[config.mk]
export PLATFORM = sky130hd
export DESIGN_NAME = sdsi_regs
export DESIGN_NICKNAME = d
export VERILOG_FILES = /design/src/rtl/sdsi_regs.v /design/src/rtl/sdsi_sync.v /design/src/rtl/sdsi_cs_decode.v
export VERILOG_INCLUDE_DIRS = /design/src /design/src/rtl
export SDC_FILE = /design/constraint.sdc
export NUM_CORES = 1
export LEC_CHECK = 0
export BUFFER_PORTS_ARGS = -buffer_cell sky130_fd_sc_hd__buf_4
export CORE_MARGIN = 2
export CORE_UTILIZATION = 53
export DETAILED_ROUTE_END_ITERATION = 12
export PLACE_DENSITY_LB_ADDON = 0.12
export SLEW_MARGIN = 10
export SYNTH_ARGS = -nofsm -noshare
export SYNTH_HDL_FRONTEND = slang
export SYNTH_SLANG_ARGS = --single-unit
[constraint.sdc]
create_clock -name clk -period 1.9 [get_ports clk]
set_input_delay 0.095 -clock clk [delete_from_list [all_inputs] [get_ports clk]]
set_output_delay 0.095 -clock clk [all_outputs]
set_load 0.05 [all_outputs]
[src/rtl/sdsi_consts.vh]
// Register map and field positions of the data/status block
`ifndef SDSI_CONSTS_VH
`define SDSI_CONSTS_VH
// Byte offsets on the register bus
`define SDSI_OFF_CONTROL   8'h00
`define SDSI_OFF_MODE      8'h04
`define SDSI_OFF_RXHOLD    8'h08
`define SDSI_OFF_TXHOLD    8'h0C
`define SDSI_OFF_STATUS    8'h10
`define SDSI_OFF_IEN_SET   8'h14
`define SDSI_OFF_IEN_CLR   8'h18
`define SDSI_OFF_IMASK     8'h1C
// Control register command bits
`define SDSI_CTL_ENABLE    0
`define SDSI_CTL_DISABLE   1
// Mode register fields
`define SDSI_MODE_MASTER   0
`define SDSI_MODE_VARSEL   1
`define SDSI_MODE_EXTDEC   2
`define SDSI_MODE_KEEPSEL  3
`define SDSI_MODE_BITS_LO  8
`define SDSI_MODE_BITS_HI  11
`define SDSI_MODE_PCS_LO   16
`define SDSI_MODE_PCS_HI   19
`define SDSI_MODE_WMASK    32'h000F_0F0F
// Holding register fields
`define SDSI_DATA_HI       15
`define SDSI_PCS_LO        16
`define SDSI_PCS_HI        19
`define SDSI_LAST_BIT      24
// Status bit positions
`define SDSI_ST_RXFULL     0
`define SDSI_ST_TRANSMISSION_IDLE_FLAG    1
`define SDSI_ST_MODE_FAULT_FLAG       2
`define SDSI_ST_OVR        3
`define SDSI_ST_RX_DMA_COUNT_DONE      4
`define SDSI_ST_TX_DMA_COUNT_DONE      5
`define SDSI_ST_RX_DMA_ALL_DONE     6
`define SDSI_ST_TX_DMA_ALL_DONE     7
`define SDSI_ST_SLAVE_SELECT_RISE_FLAG       8
`define SDSI_ST_IDLE       9
`define SDSI_ST_ENABLED    16
`define SDSI_NFLAGS        10
// Character length base and maximum
`define SDSI_CHAR_BASE     5'h08
`define SDSI_CHAR_MAX      5'h10
// Bus responses
`define SDSI_RESP_OKAY     2'b00
`define SDSI_RESP_SLVERR   2'b10
`endif

[src/rtl/sdsi_regs.v]
// Data, status and interrupt-mask registers of the serial interface
`timescale 1ns/1ps
`default_nettype none
`include "sdsi_consts.vh"

module sdsi_regs #(
  parameter AW = 8
) (
  input  wire          clk,               // System clock, 100 MHz
  input  wire          rst_n,             // Async reset, active low
  // AXI4-Lite slave
  input  wire [AW-1:0] s_axi_awaddr,      // Write address
  input  wire          s_axi_awvalid,     // Write address valid
  output wire          s_axi_awready,     // Write address ready
  input  wire [31:0]   s_axi_wdata,       // Write data
  input  wire [3:0]    s_axi_wstrb,       // Write byte strobes
  input  wire          s_axi_wvalid,      // Write data valid
  output wire          s_axi_wready,      // Write data ready
  output wire [1:0]    s_axi_bresp,       // Write response
  output wire          s_axi_bvalid,      // Write response valid
  input  wire          s_axi_bready,      // Write response ready
  input  wire [AW-1:0] s_axi_araddr,      // Read address
  input  wire          s_axi_arvalid,     // Read address valid
  output wire          s_axi_arready,     // Read address ready
  output wire [31:0]   s_axi_rdata,       // Read data
  output wire [1:0]    s_axi_rresp,       // Read response
  output wire          s_axi_rvalid,      // Read data valid
  input  wire          s_axi_rready,      // Read data ready
  // Serializer side, same clock
  input  wire          ser_rx_load,       // Pulse: character received
  input  wire [15:0]   ser_rx_data,       // Received character
  input  wire          ser_tx_take,       // Pulse: serializer takes data
  input  wire          ser_char_done,     // Pulse: character shifted out
  input  wire          ser_idle,          // Shifter empty, delays over
  input  wire          ser_mode_fault,    // Pulse: mode fault seen
  output wire          tx_pending,        // Holding register has data
  output wire [15:0]   tx_outgoing_word,  // Character for the shifter
  output wire [3:0]    chip_select_lines, // Select pins, active low
  // DMA counter indications, same clock
  input  wire          rx_cnt_zero,       // Receive counter is zero
  input  wire          rx_next_zero,      // Receive next counter zero
  input  wire          tx_cnt_zero,       // Transmit counter is zero
  input  wire          tx_next_zero,      // Transmit next counter zero
  input  wire          rx_cnt_write,      // Pulse: a receive counter written
  input  wire          tx_cnt_write,      // Pulse: a transmit counter written
  // Pin and interrupt
  input  wire          slave_select_input, // Slave-select pin, async
  output wire          irq                // Interrupt, active high
);

  ////////////////////////////////////////////////////////////////////////////
  // Declarations
  reg          aw_hold_r;
  reg [AW-1:0] awaddr_r;
  reg          w_hold_r;
  reg [31:0]   wdata_r;
  reg [3:0]    wstrb_r;
  reg          bvalid_r;
  reg [1:0]    bresp_r;
  reg          rvalid_r;
  reg [1:0]    rresp_r;
  reg [31:0]   rdata_r;
  reg [31:0]   rdata_nxt;
  reg          rmap_nxt;
  reg          wmap_nxt;
  reg          enabled_r;
  reg [31:0]   mode_r;
  reg [15:0]   rx_data_r;
  reg [3:0]    rx_pcs_r;
  reg [15:0]   tx_data_r;
  reg [3:0]    tx_pcs_r;
  reg          tx_last_r;
  reg [3:0]    cur_sel_r;
  reg          cur_last_r;
  reg          cs_active_r;
  reg [3:0]    cs_lines_r;
  reg [`SDSI_NFLAGS-1:0] flags_r;
  reg [`SDSI_NFLAGS-1:0] mask_r;
  reg          rx_zero_d_r;
  reg          tx_zero_d_r;
  reg          nss_d_r;
  reg          irq_r;
  wire         nss_sync;
  wire [3:0]   sel_lines;
  wire [31:0]  wbyte;
  wire [31:0]  wd;
  wire         wr_fire;
  wire         rd_fire;
  wire [7:0]   waddr;
  wire [7:0]   raddr;
  wire         wr_ctl;
  wire         wr_tx;
  wire         wr_iset;
  wire         wr_iclr;
  wire         rd_rx;
  wire         rd_st;
  wire         en_cmd;
  wire         dis_cmd;
  wire         master;
  wire         varsel;
  wire [4:0]   char_len;
  wire [15:0]  rx_mask;
  wire [`SDSI_NFLAGS-1:0] status;

  ////////////////////////////////////////////////////////////////////////////
  // AXI4-Lite write channel: address and data taken in either order
  assign s_axi_awready = !aw_hold_r && !bvalid_r;
  assign s_axi_wready  = !w_hold_r && !bvalid_r;
  assign s_axi_bvalid  = bvalid_r;
  assign s_axi_bresp   = bresp_r;
  assign wr_fire       = aw_hold_r && w_hold_r && !bvalid_r;
  assign waddr         = {awaddr_r[7:2], 2'b00};

  always @(posedge clk or negedge rst_n) begin
    if (!rst_n) begin
      aw_hold_r <= 1'b0;
      awaddr_r  <= {AW{1'b0}};
      w_hold_r  <= 1'b0;
      wdata_r   <= 32'h0000_0000;
      wstrb_r   <= 4'h0;
      bvalid_r  <= 1'b0;
      bresp_r   <= `SDSI_RESP_OKAY;
    end else begin
      if (s_axi_awvalid && s_axi_awready) begin
        aw_hold_r <= 1'b1;
        awaddr_r  <= s_axi_awaddr;
      end
      if (s_axi_wvalid && s_axi_wready) begin
        w_hold_r <= 1'b1;
        wdata_r  <= s_axi_wdata;
        wstrb_r  <= s_axi_wstrb;
      end
      if (wr_fire) begin
        aw_hold_r <= 1'b0;
        w_hold_r  <= 1'b0;
        bvalid_r  <= 1'b1;
        bresp_r   <= wmap_nxt ? `SDSI_RESP_OKAY : `SDSI_RESP_SLVERR;
      end else if (bvalid_r && s_axi_bready) begin
        bvalid_r <= 1'b0;
      end
    end
  end

  // Byte strobes gate which bits of a write take effect
  assign wbyte = {{8{wstrb_r[3]}}, {8{wstrb_r[2]}},
                  {8{wstrb_r[1]}}, {8{wstrb_r[0]}}};
  assign wd    = wdata_r & wbyte;

  // Mapped write offsets; writes to read-only offsets still answer OKAY
  always @* begin
    case (waddr)
      `SDSI_OFF_CONTROL, `SDSI_OFF_MODE, `SDSI_OFF_RXHOLD,
      `SDSI_OFF_TXHOLD, `SDSI_OFF_STATUS, `SDSI_OFF_IEN_SET,
      `SDSI_OFF_IEN_CLR, `SDSI_OFF_IMASK: wmap_nxt = 1'b1;
      default: wmap_nxt = 1'b0;
    endcase
  end

  assign wr_ctl  = wr_fire && (waddr == `SDSI_OFF_CONTROL);
  assign wr_tx   = wr_fire && (waddr == `SDSI_OFF_TXHOLD);
  assign wr_iset = wr_fire && (waddr == `SDSI_OFF_IEN_SET);
  assign wr_iclr = wr_fire && (waddr == `SDSI_OFF_IEN_CLR);
  assign en_cmd  = wr_ctl && wd[`SDSI_CTL_ENABLE];
  // Enable and disable together leaves the block disabled
  assign dis_cmd = wr_ctl && wd[`SDSI_CTL_DISABLE];

  ////////////////////////////////////////////////////////////////////////////
  // AXI4-Lite read channel: data one cycle after the address is taken
  assign s_axi_arready = !rvalid_r;
  assign s_axi_rvalid  = rvalid_r;
  assign s_axi_rdata   = rdata_r;
  assign s_axi_rresp   = rresp_r;
  assign rd_fire       = s_axi_arvalid && !rvalid_r;
  assign raddr         = {s_axi_araddr[7:2], 2'b00};
  assign rd_rx         = rd_fire && (raddr == `SDSI_OFF_RXHOLD);
  assign rd_st         = rd_fire && (raddr == `SDSI_OFF_STATUS);

  // Read mux; write-only registers read as zero
  always @* begin
    rdata_nxt = 32'h0000_0000;
    rmap_nxt  = 1'b1;
    case (raddr)
      `SDSI_OFF_CONTROL, `SDSI_OFF_TXHOLD,
      `SDSI_OFF_IEN_SET, `SDSI_OFF_IEN_CLR: rdata_nxt = 32'h0000_0000;
      `SDSI_OFF_MODE: rdata_nxt = mode_r;
      `SDSI_OFF_RXHOLD: begin
        rdata_nxt[`SDSI_DATA_HI:0]            = rx_data_r;
        rdata_nxt[`SDSI_PCS_HI:`SDSI_PCS_LO] = rx_pcs_r;
      end
      `SDSI_OFF_STATUS: begin
        rdata_nxt[`SDSI_NFLAGS-1:0]  = status;
        rdata_nxt[`SDSI_ST_ENABLED]  = enabled_r;
      end
      `SDSI_OFF_IMASK: rdata_nxt[`SDSI_NFLAGS-1:0] = mask_r;
      default: rmap_nxt = 1'b0;
    endcase
  end

  always @(posedge clk or negedge rst_n) begin
    if (!rst_n) begin
      rvalid_r <= 1'b0;
      rdata_r  <= 32'h0000_0000;
      rresp_r  <= `SDSI_RESP_OKAY;
    end else if (rd_fire) begin
      rvalid_r <= 1'b1;
      rdata_r  <= rdata_nxt;
      rresp_r  <= rmap_nxt ? `SDSI_RESP_OKAY : `SDSI_RESP_SLVERR;
    end else if (s_axi_rready) begin
      rvalid_r <= 1'b0;
    end
  end

  ////////////////////////////////////////////////////////////////////////////
  // Enable state and mode settings
  assign master   = mode_r[`SDSI_MODE_MASTER];
  assign varsel   = mode_r[`SDSI_MODE_VARSEL];

  always @(posedge clk or negedge rst_n) begin
    if (!rst_n) begin
      enabled_r <= 1'b0;
      mode_r    <= 32'h0000_0000;
    end else begin
      if (dis_cmd) begin
        enabled_r <= 1'b0;
      end else if (en_cmd) begin
        enabled_r <= 1'b1;
      end
      if (wr_fire && (waddr == `SDSI_OFF_MODE)) begin
        mode_r <= wd & `SDSI_MODE_WMASK;
      end
    end
  end

  ////////////////////////////////////////////////////////////////////////////
  // Receive holding register: only the configured character bits survive
  assign char_len = (mode_r[`SDSI_MODE_BITS_HI:`SDSI_MODE_BITS_LO] > 4'h8)
                    ? `SDSI_CHAR_MAX
                    : `SDSI_CHAR_BASE
                      + {1'b0, mode_r[`SDSI_MODE_BITS_HI:`SDSI_MODE_BITS_LO]};

  genvar gi;
  generate
    for (gi = 0; gi < 16; gi = gi + 1) begin : g_rxmask
      localparam [4:0] IDX = gi;
      assign rx_mask[gi] = (char_len > IDX);
    end
  endgenerate

  always @(posedge clk or negedge rst_n) begin
    if (!rst_n) begin
      rx_data_r <= 16'h0000;
      rx_pcs_r  <= 4'h0;
    end else if (ser_rx_load) begin
      rx_data_r <= ser_rx_data & rx_mask;
      rx_pcs_r  <= master ? cs_lines_r : 4'h0;
    end
  end

  ////////////////////////////////////////////////////////////////////////////
  // Transmit holding register and chip-select control
  assign tx_pending       = enabled_r && !flags_r[`SDSI_ST_TRANSMISSION_IDLE_FLAG];
  assign tx_outgoing_word = tx_data_r;

  always @(posedge clk or negedge rst_n) begin
    if (!rst_n) begin
      tx_data_r   <= 16'h0000;
      tx_pcs_r    <= 4'hF;
      tx_last_r   <= 1'b0;
      cur_sel_r   <= 4'hF;
      cur_last_r  <= 1'b0;
      cs_active_r <= 1'b0;
    end else begin
      if (wr_tx) begin
        tx_data_r <= wd[`SDSI_DATA_HI:0];
        tx_pcs_r  <= wd[`SDSI_PCS_HI:`SDSI_PCS_LO];
        tx_last_r <= wd[`SDSI_LAST_BIT];
      end
      if (!enabled_r) begin
        cs_active_r <= 1'b0;
      end else if (ser_tx_take && tx_pending) begin
        // Select field ignored unless per-character selection is on
        cur_sel_r   <= varsel ? tx_pcs_r
                              : mode_r[`SDSI_MODE_PCS_HI:`SDSI_MODE_PCS_LO];
        cur_last_r  <= varsel && tx_last_r;
        cs_active_r <= master;
      end else if (ser_char_done) begin
        // Final character drops the select even when keep-select is set
        if (!mode_r[`SDSI_MODE_KEEPSEL] || cur_last_r) begin
          cs_active_r <= 1'b0;
        end
      end
    end
  end

  sdsi_cs_decode u_dec (
    .sel     (cur_sel_r),
    .ext_dec (mode_r[`SDSI_MODE_EXTDEC]),
    .lines   (sel_lines)
  );

  // Registered pins; inactive lines sit high
  always @(posedge clk or negedge rst_n) begin
    if (!rst_n) begin
      cs_lines_r <= 4'hF;
    end else begin
      cs_lines_r <= cs_active_r ? sel_lines : 4'hF;
    end
  end
  assign chip_select_lines = cs_lines_r;

  ////////////////////////////////////////////////////////////////////////////
  // Slave-select pin synchronised before edge detection
  sdsi_sync #(.W(1)) u_nss (
    .clk   (clk),
    .rst_n (rst_n),
    .d     (slave_select_input),
    .q     (nss_sync)
  );

  // Delayed copies for edge detection
  always @(posedge clk or negedge rst_n) begin
    if (!rst_n) begin
      nss_d_r     <= 1'b1;
      rx_zero_d_r <= 1'b0;
      tx_zero_d_r <= 1'b0;
    end else begin
      nss_d_r     <= nss_sync;
      rx_zero_d_r <= rx_cnt_zero;
      tx_zero_d_r <= tx_cnt_zero;
    end
  end

  ////////////////////////////////////////////////////////////////////////////
  // Status flags, sticky but for the two all-done levels; a set beats a same-cycle clear, save a holding write on idle and a disable on transmission idle
  always @(posedge clk or negedge rst_n) begin
    if (!rst_n) begin
      flags_r <= {`SDSI_NFLAGS{1'b0}};
    end else begin
      if (ser_rx_load) begin
        flags_r[`SDSI_ST_RXFULL] <= 1'b1;
      end else if (rd_rx) begin
        flags_r[`SDSI_ST_RXFULL] <= 1'b0;
      end
      if (!enabled_r && !en_cmd) begin
        flags_r[`SDSI_ST_TRANSMISSION_IDLE_FLAG] <= 1'b0;
      end else if (dis_cmd) begin
        flags_r[`SDSI_ST_TRANSMISSION_IDLE_FLAG] <= 1'b0;
      end else if (en_cmd && !enabled_r) begin
        flags_r[`SDSI_ST_TRANSMISSION_IDLE_FLAG] <= 1'b1;
      end else if (ser_tx_take && tx_pending) begin
        flags_r[`SDSI_ST_TRANSMISSION_IDLE_FLAG] <= 1'b1;
      end else if (wr_tx) begin
        flags_r[`SDSI_ST_TRANSMISSION_IDLE_FLAG] <= 1'b0;
      end
      if (ser_mode_fault) begin
        flags_r[`SDSI_ST_MODE_FAULT_FLAG] <= 1'b1;
      end else if (rd_st) begin
        flags_r[`SDSI_ST_MODE_FAULT_FLAG] <= 1'b0;
      end
      // Second load before the receive register is read
      if (ser_rx_load && flags_r[`SDSI_ST_RXFULL] && !rd_rx) begin
        flags_r[`SDSI_ST_OVR] <= 1'b1;
      end else if (rd_st) begin
        flags_r[`SDSI_ST_OVR] <= 1'b0;
      end
      if (rx_cnt_zero && !rx_zero_d_r) begin
        flags_r[`SDSI_ST_RX_DMA_COUNT_DONE] <= 1'b1;
      end else if (rx_cnt_write) begin
        flags_r[`SDSI_ST_RX_DMA_COUNT_DONE] <= 1'b0;
      end
      if (tx_cnt_zero && !tx_zero_d_r) begin
        flags_r[`SDSI_ST_TX_DMA_COUNT_DONE] <= 1'b1;
      end else if (tx_cnt_write) begin
        flags_r[`SDSI_ST_TX_DMA_COUNT_DONE] <= 1'b0;
      end
      flags_r[`SDSI_ST_RX_DMA_ALL_DONE] <= rx_cnt_zero && rx_next_zero;
      flags_r[`SDSI_ST_TX_DMA_ALL_DONE] <= tx_cnt_zero && tx_next_zero;
      if (nss_sync && !nss_d_r) begin
        flags_r[`SDSI_ST_SLAVE_SELECT_RISE_FLAG] <= 1'b1;
      end else if (rd_st) begin
        flags_r[`SDSI_ST_SLAVE_SELECT_RISE_FLAG] <= 1'b0;
      end
      // Idle needs an idle shifter and, while enabled, an empty holding register
      if (wr_tx) begin
        flags_r[`SDSI_ST_IDLE] <= 1'b0;
      end else if (ser_idle && (flags_r[`SDSI_ST_TRANSMISSION_IDLE_FLAG] || !enabled_r))
      begin
        flags_r[`SDSI_ST_IDLE] <= 1'b1;
      end
    end
  end
  assign status = flags_r;

  ////////////////////////////////////////////////////////////////////////////
  // Interrupt mask: set and clear through separate write-only registers
  always @(posedge clk or negedge rst_n) begin
    if (!rst_n) begin
      mask_r <= {`SDSI_NFLAGS{1'b0}};
    end else if (wr_iset) begin
      mask_r <= mask_r | wd[`SDSI_NFLAGS-1:0];
    end else if (wr_iclr) begin
      mask_r <= mask_r & ~wd[`SDSI_NFLAGS-1:0];
    end
  end

  // One registered interrupt line from masked flags
  always @(posedge clk or negedge rst_n) begin
    if (!rst_n) begin
      irq_r <= 1'b0;
    end else begin
      irq_r <= |(flags_r & mask_r);
    end
  end
  assign irq = irq_r;

endmodule // sdsi_regs
`default_nettype wire

[src/rtl/sdsi_sync.v]
// Two-flop synchroniser for levels arriving from outside the clock domain
`timescale 1ns/1ps
`default_nettype none
module sdsi_sync #(
  parameter W = 1
) (
  input  wire         clk,    // System clock
  input  wire         rst_n,  // Async reset, active low
  input  wire [W-1:0] d,      // Asynchronous level
  output wire [W-1:0] q       // Synchronised level
);
  reg [W-1:0] meta_r;
  reg [W-1:0] sync_r;

  // First stage feeds only the second stage
  always @(posedge clk or negedge rst_n) begin
    if (!rst_n) begin
      meta_r <= {W{1'b0}};
      sync_r <= {W{1'b0}};
    end else begin
      meta_r <= d;
      sync_r <= meta_r;
    end
  end

  assign q = sync_r;
endmodule // sdsi_sync
`default_nettype wire

[src/rtl/sdsi_cs_decode.v]
// Chip-select pattern generator: direct one-low wiring or external decoder
`timescale 1ns/1ps
`default_nettype none
module sdsi_cs_decode (
  input  wire [3:0] sel,      // Peripheral select value
  input  wire       ext_dec,  // External 4-to-16 decoder fitted
  output reg  [3:0] lines     // Chip-select line pattern
);
  // Without the external decoder the lowest zero wins; all-ones selects nobody
  always @* begin
    if (ext_dec) begin
      lines = sel;
    end else if (!sel[0]) begin
      lines = 4'b1110;
    end else if (!sel[1]) begin
      lines = 4'b1101;
    end else if (!sel[2]) begin
      lines = 4'b1011;
    end else if (!sel[3]) begin
      lines = 4'b0111;
    end else begin
      lines = 4'b1111;
    end
  end
endmodule // sdsi_cs_decode
`default_nettype wire

# [After elaboration in Yosys (flattened, before gate mapping)]
# Memories as Yosys holds them, arrays and structs flattened.
# Cells that the tools add are included.
[totals] reg_bits=155 romBits=32 output_inout_bits=63 mem_count=1
[memory_table] memory="(name not given)" depth=32 word_bits=1 read_ports=1 rd_clocked_by_memory_dff=0 write_ports=0 line_no="sdsi_regs.v:151" text="case (waddr)"
[op_classes] addsub=1 magnitude_cmp=17 eq_ne=13 n_mux=50 n_bitwise=6 n_reduce_logical=65
[op_table] op="$gt 5x4->1 const B" n=8
[op_table] op="$pmux 10 s4" n=1
[op_table] op="$eq 6x3->1 const B" n=6
[op_table] op="$mux 1" n=33
[op_table] op="$mux 4" n=8
[op_table] op="$logic_and 1x1->1" n=30
[op_table] op="$reduce_bool 2->1" n=13
[op_table] op="$and 25x25->25" n=1
[op_table] op="$and 10x10->10" n=2
[op_table] op="$gt 5x3->1 const B" n=4
[op_table] op="$mux 10" n=2
[op_table] op="$eq 6x2->1 const B" n=3
[op_table] op="$and 16x16->16" n=1
[op_table] op="$logic_not 8->1" n=2
[op_table] op="$eq 6x1->1 const B" n=2
[op_table] op="$logic_not 1->1" n=12
[op_table] op="$pmux 6 s2" n=1
[op_table] op="$gt 5x1->1 const B" n=2
[op_table] op="$gt 5x2->1 const B" n=2
[op_table] op="$not 10->10" n=1
[op_table] op="$or 10x10->10" n=1
[op_table] op="$reduce_or 10->1" n=1
[op_table] op="$reduce_or 8->1" n=1
[op_table] op="$pmux 3 s2" n=1
[op_table] op="11 further kinds" n=14

# [Logic depth before layout (Yosys ltp)]
# Gate-level depths: netlist of the first run.
[logic_depth] depth_word=8 ltp_mapped=6

# [Cells and area by module]
# A second synthesis of the first run with hierarchy kept.
[unflattened] hier_cells=559 area_unflattened_um2=6177.2
[by_module_without_submodules] module="sdsi_regs" instances=1 cells_per_inst=551 area_each_um2=6088.3
[by_module_without_submodules] module="sdsi_sync" instances=1 cells_per_inst=2 area_each_um2=50.0
[by_module_without_submodules] module="sdsi_cs_decode" instances=1 cells_per_inst=6 area_each_um2=38.8

# [Worst setup path after synthesis of the first run]
# No wires, ideal clock.
[synth_timing] path_kind="reg2reg" from="register bvalid_r, in the netlist s_axi_bvalid" to="register wdata_r[10]" t_arrival_ns=2.367 required_ns=1.775 slack_ns=-0.592 stages_incl_launch_ff=6 synth_period_minus_slack_ns=2.492 path_cell_list="dfrtp_1 > nor2_1 > and2_1 > clkbuf_1 > buf_2 > mux2_2"
[synth_between] elab_chain_len=3
[synth_rtl] item="start: declaration" line_no="sdsi_regs.v:58" text="reg bvalid_r;"
[synth_rtl] item="start signal: assignment" line_no="sdsi_regs.v:121" text="bvalid_r <= 1'b0;"
[synth_rtl] item="start signal: assignment" line_no="sdsi_regs.v:136" text="bvalid_r <= 1'b1;"
[synth_rtl] item="start signal: assignment" line_no="sdsi_regs.v:139" text="bvalid_r <= 1'b0;"
[synth_rtl] item="$logic_not 1->1" line_no="sdsi_regs.v:108" text="assign s_axi_wready = !w_hold_r && !bvalid_r;"
[synth_rtl] item="$logic_and 1x1->1" line_no="sdsi_regs.v:108"
[synth_rtl] item="named net s_axi_wready" line_no="sdsi_regs.v:18" text="output wire s_axi_wready,"
[synth_rtl] item="$logic_and 1x1->1" line_no="sdsi_regs.v:128" text="if (s_axi_wvalid && s_axi_wready) begin"
[synth_rtl] item="end signal: assignment" line_no="sdsi_regs.v:130" text="wdata_r <= s_axi_wdata;"
[synth_rtl] item="end: declaration" line_no="sdsi_regs.v:56" text="reg [31:0] wdata_r;"
# The timed path passes the listed nets, and every way through them passes these cells.
# A chain may end at the register's enable or synchronous reset.

# [Worst setup path in the final report of the first run]
[layout_timing] from="register enabled_r" to="register cs_active_r"
[layout_between] elab_chain_len=4
[layout_rtl] item="start: declaration" line_no="sdsi_regs.v:66" text="reg enabled_r;"
[layout_rtl] item="start signal: assignment" line_no="sdsi_regs.v:220" text="enabled_r <= 1'b0;"
[layout_rtl] item="start signal: assignment" line_no="sdsi_regs.v:224" text="enabled_r <= 1'b0;"
[layout_rtl] item="start signal: assignment" line_no="sdsi_regs.v:226" text="enabled_r <= 1'b1;"
[layout_rtl] item="$logic_and 1x1->1" line_no="sdsi_regs.v:261" text="assign tx_pending = enabled_r && !flags_r[`SDSI_ST_TRANSMISSION_IDLE_FLAG];"
[layout_rtl] item="$logic_and 1x1->1" line_no="sdsi_regs.v:280" text="end else if (ser_tx_take && tx_pending) begin"
[layout_rtl] item="$ne 3x1->1 (no line), or another cell as far along"
[layout_rtl] item="$reduce_and 2->1 (no line) / $mux 1 (equally long branches)"
[layout_rtl] item="end signal: assignment" line_no="sdsi_regs.v:285" text="cs_active_r <= master;"
[layout_rtl] item="end: declaration" line_no="sdsi_regs.v:75" text="reg cs_active_r;"
# Parallel ways exist; a longest one is shown, timed or not.

==> results of run 1 <==
logic make-up (layout without fill, tap and decap cells):
family,Yosys count,after routing,synth area share (%)
buf+inv,73,253,5.40
mux,43,43,7.77
other cells,1,16,0.0608
compound gates,167,167,16.7
simple gates,130,130,10.1
flops,147,147,59.9
per-stage QoR:
step / hold slack, ns / std cells
6_report: 0.0189 / 899
5_1_grt: 0.0122 / 898
4_1_cts: 0.00950 / 896
3_5_place_dp: 0.0361 / 803
3_3_place_gp: 0.0341 / 803
2_1_floorplan: -0.201 / 574
worst paths after layout:
kind | startpoint | slack (ns) | to | cells past startpoint
max reg2reg | enabled_r | 0.17 | cs_active_r | 5
max in group asynchronous | rst_n | 1.09 | nss_d_r | 3
max | enabled_r | 0.17 | cs_active_r | 5
min | ser_rx_data[9] | 0.02 | rx_data_r[9] | 3
min reg2reg | u_nss.q | 0.38 | nss_d_r | 0
min in group asynchronous | rst_n | 0.17 | mode_r[17] | 2
what timing repair did:
action	CTS	global route
endpoints found under the setup margin	0	6
resized for setup	0	1
hold endpoints to repair	184	0
buffers inserted	0	1
hold buffers	61	0
flip-flops by register name, indices dropped and copies added, names as in the netlist, 6 cells and up, named ones only:
signal / count
wdata_r: 21
s_axi_rdata: 20
rx_data_r: 16
tx_outgoing_word: 16
mode_r: 12
flags_r: 10
awaddr_r: 6
synth_stat cells (all sizes together) (2+ instances only):
| master | number |
|---|---|
| dfrtp | 134 |
| nand4 | 4 |
| mux2 | 39 |
| a32o | 2 |
| a31oi | 10 |
| a22o | 12 |
| nor4 | 2 |
| clkbuf | 29 |
| and2 | 8 |
| a21o | 3 |
| nand4b | 2 |
| a22oi | 19 |
| mux2i | 4 |
| o21a | 3 |
| o31ai | 5 |
| or3b | 3 |
| nand2b | 2 |
| or4 | 2 |
| buf | 21 |
| inv | 23 |
| nor2 | 8 |
| nor2b | 6 |
| a221oi | 7 |
| o22ai | 4 |
| o211ai | 3 |
| o21ai | 81 |
| dfstp | 13 |
| nand3 | 14 |
| nand2 | 73 |
| a21oi | 13 |
report_power, final:
part	switching [mW]	total, mW	internal, mW
Clock	1.23	3.19	1.96
Sequential	0.800	4.77	3.97
Combinational	1.73	2.98	1.25
Total	3.76	10.9	7.18
final cells by class:
class,instances,area share [%]
flip-flops and latches,147,43.9
inverters,23,1.03
diodes,2,0.0594
clock inverters,9,0.921
multi-input cells,354,26.1
well taps,143,2.12
repair buffers,198,20.0
clock buffers,23,5.91
critical path: stages, from the launching register on:
cell and delay, ns:
dfrtp_1 0.47, nor2b_1 0.24, nand2_2 0.17, nand4_1 0.13, nand2_1 0.05, dlygate4sd3_1 0.55
metal layers:
layer,track usage [%],vias up,share of wire (%)
met5,0,-,0
met4,8.07,0,1.1
met3,6.26,16,6.0
met2,40.0,167,50
met1,34.5,2419,43
li1,-,2330,-
cell usage in the layout (no fill, tap or decap), types with 2 or more instances in the layout:
| cell type | Yosys | layout |
|---|---|---|
| a22oi_1 | 19 | 19 |
| a221oi_1 | 7 | 7 |
| and2_1 | 8 | 8 |
| or3b_2 | 2 | 2 |
| nor2_1 | 8 | 6 |
| dfrtp_1 | 134 | 133 |
| dlygate4sd3_1 | 0 | 61 |
| nor2b_1 | 6 | 6 |
| o211ai_1 | 3 | 3 |
| nand4b_1 | 2 | 2 |
| a22o_1 | 12 | 12 |
| clkinv_2 | 0 | 5 |
| a21o_1 | 3 | 3 |
| o21a_1 | 3 | 3 |
| mux2i_1 | 4 | 4 |
| inv_1 | 23 | 23 |
| clkinvlp_4 | 0 | 3 |
| o21ai_0 | 81 | 81 |
| buf_12 | 0 | 3 |
| or4_1 | 2 | 2 |
| clkbuf_8 | 0 | 5 |
| mux2_2 | 39 | 39 |
| conb_1 | 1 | 14 |
| nand2_1 | 73 | 72 |
| nand3_1 | 14 | 14 |
| a21oi_1 | 13 | 13 |
| nand2b_1 | 2 | 2 |
| diode_2 | 0 | 2 |
| buf_4 | 14 | 133 |
| nand4_1 | 4 | 4 |
| dfstp_2 | 13 | 13 |
| a31oi_1 | 10 | 10 |
| o31ai_1 | 5 | 5 |
| clkbuf_16 | 0 | 17 |
| o22ai_1 | 4 | 4 |
| a32o_1 | 2 | 2 |
==> impl_metrics.yaml, run 1 <==
run_status:
  outcome: "complete, no violations"
finish:
  finish.net_count: 828
  post-route-util_pct: 74.1
  n_fill_cell: 778
  multi_input_area_mm2: 0.00220
  sequential_cell_area_mm2: 0.00370
  areaGrowthSynthToFinish_pct: 36.6
  finalInstanceArea_mm2: 0.00842
  layout-drive-gt1-share_pct: 30.2
sta:
  hold_viol: 0
  finalCritPeriodShare_pct: 91.0
  fmax_mhz: 578
  setup_viol: 0
  slew_violations: 0
  skew_ns: 0.00581
  final.setup.tns_ns: 0
  rsz0062_at_grt: "no"
  finalCriticalPeriod_ns: 1.73
  timing.final.ws_setup_ns: 0.171
synth:
  ys_ff_latch: 147
  async_flop_share_pct: 100
  synth-seq-area-share_pct: 59.9
  synth_area_leaders: "dfrtp_1 (54%), mux2_2 (7.1%), o21ai_0 (6.6%)"
  synth_edf_count: 0
  ys.warnings.count: 0
  netlist_instances: 561
  syn_area_mm2: 0.00616
  synthFlopType: "dfrtp_1"
  synth_cell_types: 46
  synth_top_cell_area_share_pct: 54.4
  synth_top_area_cell: "dfrtp_1"
  postSynthAreaPerCell_um2: 11.0
detailed_routing:
  drc: 0
  routed_wirelength_mm: 15.1
  first_pass_iters: 5
  vias_per_cell: 5.49
  dr_total_vias: 4932
  wl_per_cell_um: 16.8
  antenna_left: 0
  first_iter_violations: 392
clock_tree:
  cts.clk_slew.worst_paths_ns: 0.06
  cts_buffers: 17
  insertion_delay_ns: 0.42
  clockBufferDepth: 2
  clkSinkCount: 147
  cts_root_buf: "clkbuf_16"
  tritoncts: "yes"
  htreeDepth: 4
floorplanning:
  fp-row-count: 39
  core-area_mm2: 0.0114
  die_area_mm2: 0.0125
  initial_core_util_pct: 54.2
  dieHeight_um: 112
  pin_count: 150
  chipWidth_um: 112
placement:
  dp_hpwl_mm: 10.2
  place_area_mm2: 0.00722
  gp_congestion: 0.793
  io_buffers: 120
  dp_slack_ns: 0.176
run:
  maxCapViolCount: 0
grt:
  overflow: 0
  grt_pass1_wl_mm: 24.8
  grt_pass1_vias: 4767
  track_usage_pct: 25.2
  grt_max_degree: 44
  antenna_found_initial: 1
pwr:
  powerDensity_mw_per_mm2: 1300
  power_mw: 10.9
  ir_drop_uv: 935
  power.leakage_nw: 3.75
critical_path:
  arrival_ns: 2.02
  cp_max_fo: 11
  end_kind: "flip-flop"
  criticalPathCategory: "reg2reg"
  crit_required_ns: 2.19
  start_kind: "flip-flop"
worst_hold_path:
  hold_class: "in2reg"
(Power assumes the default switching activity.)
==> inputs of run 2 (changes only) <==
ABC_AREA = 1   (was unset)
==> run 2 against run 1 <==
Via count is 5.6% higher. Non-clock buffer count down 12. Clock power is 11% higher. Critical path depth fell by 1. Area after synthesis grew 1.8%. Flip-flop and latch count stayed put. Largest cell class unchanged. Highest routed layer unchanged. Utilization hardly changed.
==> impl_metrics.yaml, run 2 <==
sta:
  final.setup.tns_ns: 0
  relSlewSlack_pct: 65.9
  finalCritPeriodShare_pct: 82.4
  timing.hold.ws_ns: 0.0644
  slew_violations: 0
  skew_ns: 0.00722
  setup_viol: 0
  finalCriticalPeriod_ns: 1.57
  fmax_mhz: 639
  hold_viol: 0
  rsz0062_at_grt: "no"
  worst_pin_slew_ns: 0.511
  timing.final.ws_setup_ns: 0.335
pwr:
  pwr-share-comb_pct: 22.8
  ir_drop_uv: 895
  power.leakage_nw: 4.19
  switching_power_mw: 3.08
  p_sw_share_pct: 30.7
  powerDensity_mw_per_mm2: 1180
  p_int_mw: 6.96
  power_frac_seq_pct: 41.9
  power_frac_clock_pct: 35.3
  power_mw: 10.0
floorplanning:
  core-area_mm2: 0.0115
  initial_core_util_pct: 54.7
  dieHeight_um: 113
  die_area_mm2: 0.0127
  chipWidth_um: 113
  fp-row-count: 39
  pin_count: 150
finish:
  areaGrowthSynthToFinish_pct: 35.4
  largest_reg_flops: 21
  final_common_cell: "nand2_1"
  top_register: "wdata_r"
  finish.net_count: 936
  finalNonFillerCells: 1004
  layout-drive-gt1-share_pct: 25.7
  antenna_cells: 0
  final_cell_mix: "nand2_1 (210), dfrtp_1 (134), buf_4 (124)"
critical_path:
  crit_required_ns: 2.15
  crit_path_top_delay_cell: "dfrtp_1"
  path_cells: "nor2_2 > nand2_1 > nand2_1 > o22ai_1"
  cp_top_family: "simple AND/OR/NAND/NOR gates"
  arrival_ns: 1.82
  cp_num_buf_inv: 0
  cp_num_cells: 4
  end_kind: "flip-flop"
  criticalPathCategory: "reg2reg"
  start_kind: "flip-flop"
  crit_path_max_incr_delay_ns: 0.40
  cp_max_fo: 10
  r2r-start: "s_axi_rvalid"
  reg2reg_slack_ns: 0.33
  timing.rr.end: "flags_r[3]"
  ff2ff_path_depth: 4
  cpMostUsedCell: "nand2_1"
synth:
  postSynthAreaPerCell_um2: 9.44
  synth-seq-area-share_pct: 58.9
  synth_top_family_by_area: "simple AND/OR/NAND/NOR gates"
  async_flop_share_pct: 100
  synth_top_area_cell: "dfrtp_1"
  synth_xor_area_share_pct: 0
  synth_most_common_cell: "nand2_1"
  ys_ff_latch: 147
  synthTopCellsByCount: "nand2_1 (210), dfrtp_1 (134), inv_1 (51), o21ai_0 (47), o21ai_1 (40)"
  synth_area_leaders: "dfrtp_1 (53%), nand2_1 (13%), dfstp_2 (5.4%)"
  synthAdderAreaFrac_pct: 0
  synthFlopType: "dfrtp_1"
  netlist_instances: 665
  synth_edf_count: 0
  syn_area_mm2: 0.00628
  synth_top_cell_area_share_pct: 53.4
  ys.warnings.count: 0
  synthSimpleGateAreaFrac_pct: 19.8
  synth-compound-area-share_pct: 9.61
  muxShareOfSynthArea_pct: 5.02
  synth_cell_types: 34
clock_tree:
  cts_root_buf: "clkbuf_16"
  clkSinkCount: 147
  htreeDepth: 4
  cts.clk_slew.worst_paths_ns: 0.06
  clockBufferDepth: 2
  insertion_delay_ns: 0.41
  cts_buffers: 17
  tritoncts: "yes"
detailed_routing:
  dr_wl_met3_um: 927
  antenna_left: 0
  wl_met1_mm: 6.78
  drc: 0
  highest_layer: "met4"
  routed_wirelength_mm: 15.1
  dr_total_vias: 5206
  first_iter_violations: 394
  vias_per_cell: 5.19
  first_pass_iters: 5
  wl_per_cell_um: 15.1
  dr_wl_met2_mm: 7.22
grt:
  antenna_found_initial: 0
  grt_max_degree: 53
  grt_pass1_wl_mm: 25.2
  grt_pass1_vias: 5249
  overflow: 0
  track_usage_pct: 25.0
placement:
  dp_hpwl_mm: 10.3
  dp_cells: 914
  io_buffers: 120
  gp_congestion: 0.851
  dp_slack_ns: 0.388
worst_hold_path:
  worstHoldPathCells: 3
  hold_class: "in2reg"
  hp-start: "ser_rx_load"
  hold_end: "rx_data_r[6]"
run:
  maxCapViolCount: 0
run_status:
  outcome: "complete, no violations"
## run 2: cells by family (layout without fill, tap and decap cells)
group           Yosys count  in the layout
simple gates            290            290
buf+inv                  87            270
mux                      28             28
other cells               1             14
compound gates          112            112
flops                   147            147
## run 2: power by group through the flow
stage / combinational, mW / clock [mW] / sequential, mW
after detailed placement: 2.20 / 0 / 4.24
after global placement: 2.13 / 0 / 4.21
after CTS: 2.30 / 3.59 / 4.20
after floorplan: 1.31 / 0 / 4.42
after global routing: 2.52 / 3.74 / 4.28
final: 2.30 / 3.54 / 4.21
## run 2: cell type report
cell class                      count  area [µm²]
Multi-Input combinational cell    444        2220
Tap cell                          143         179
Clock buffer                       22         484
Sequential cell                   147        3690
Fill cell                         788        2970
Inverter                           53         199
Clock inverter                      9         151
Timing Repair Buffer              186        1570
## run 2: repair_timing
action                                 in CTS  in global routing
hold buffers                               59                  0
resized for setup                           0                  0
setup endpoints to repair                   0                  0
endpoints found under the hold margin     107                  0
setup buffers                               0                  0
## run 2: worst register-to-register path: cells and delay by family (launching register included)
family / cells / cell delay, ns
simple gates: 3 / 0.91
compound gates: 1 / 0.10
flops: 1 / 0.40
## run 2: worst max path at each step
| stage | startpoint | end | slack (ns) |
|---|---|---|---|
| 2_1_floorplan | s_axi_bvalid | awaddr_r[2] | 0.002 |
| 3_3_place_gp | awaddr_r[6] | tx_outgoing_word[3] | 0.43 |
| 3_5_place_dp | s_axi_rvalid | flags_r[3] | 0.39 |
| 4_1_cts | s_axi_rvalid | flags_r[3] | 0.36 |
| 5_1_grt | s_axi_rvalid | flags_r[3] | 0.23 |
| 6_report | s_axi_rvalid | flags_r[3] | 0.33 |
## run 2: stage by stage
step / instance area [µm²] / util [%]
4_1_cts: 8500 / 74.1
2_1_floorplan: 6330 / -
5_1_grt: 8500 / 74.1
3_5_place_dp: 7270 / 63.4
3_3_place_gp: 7270 / 63.4
6_report: 8500 / 74.1
## run 2: per-layer routing
layer	GRT usage [%]	up-vias
li1	-	2510
met1	33.2	2503
met2	40.1	175
met3	6.43	18
met4	9.02	0
met5	0	-
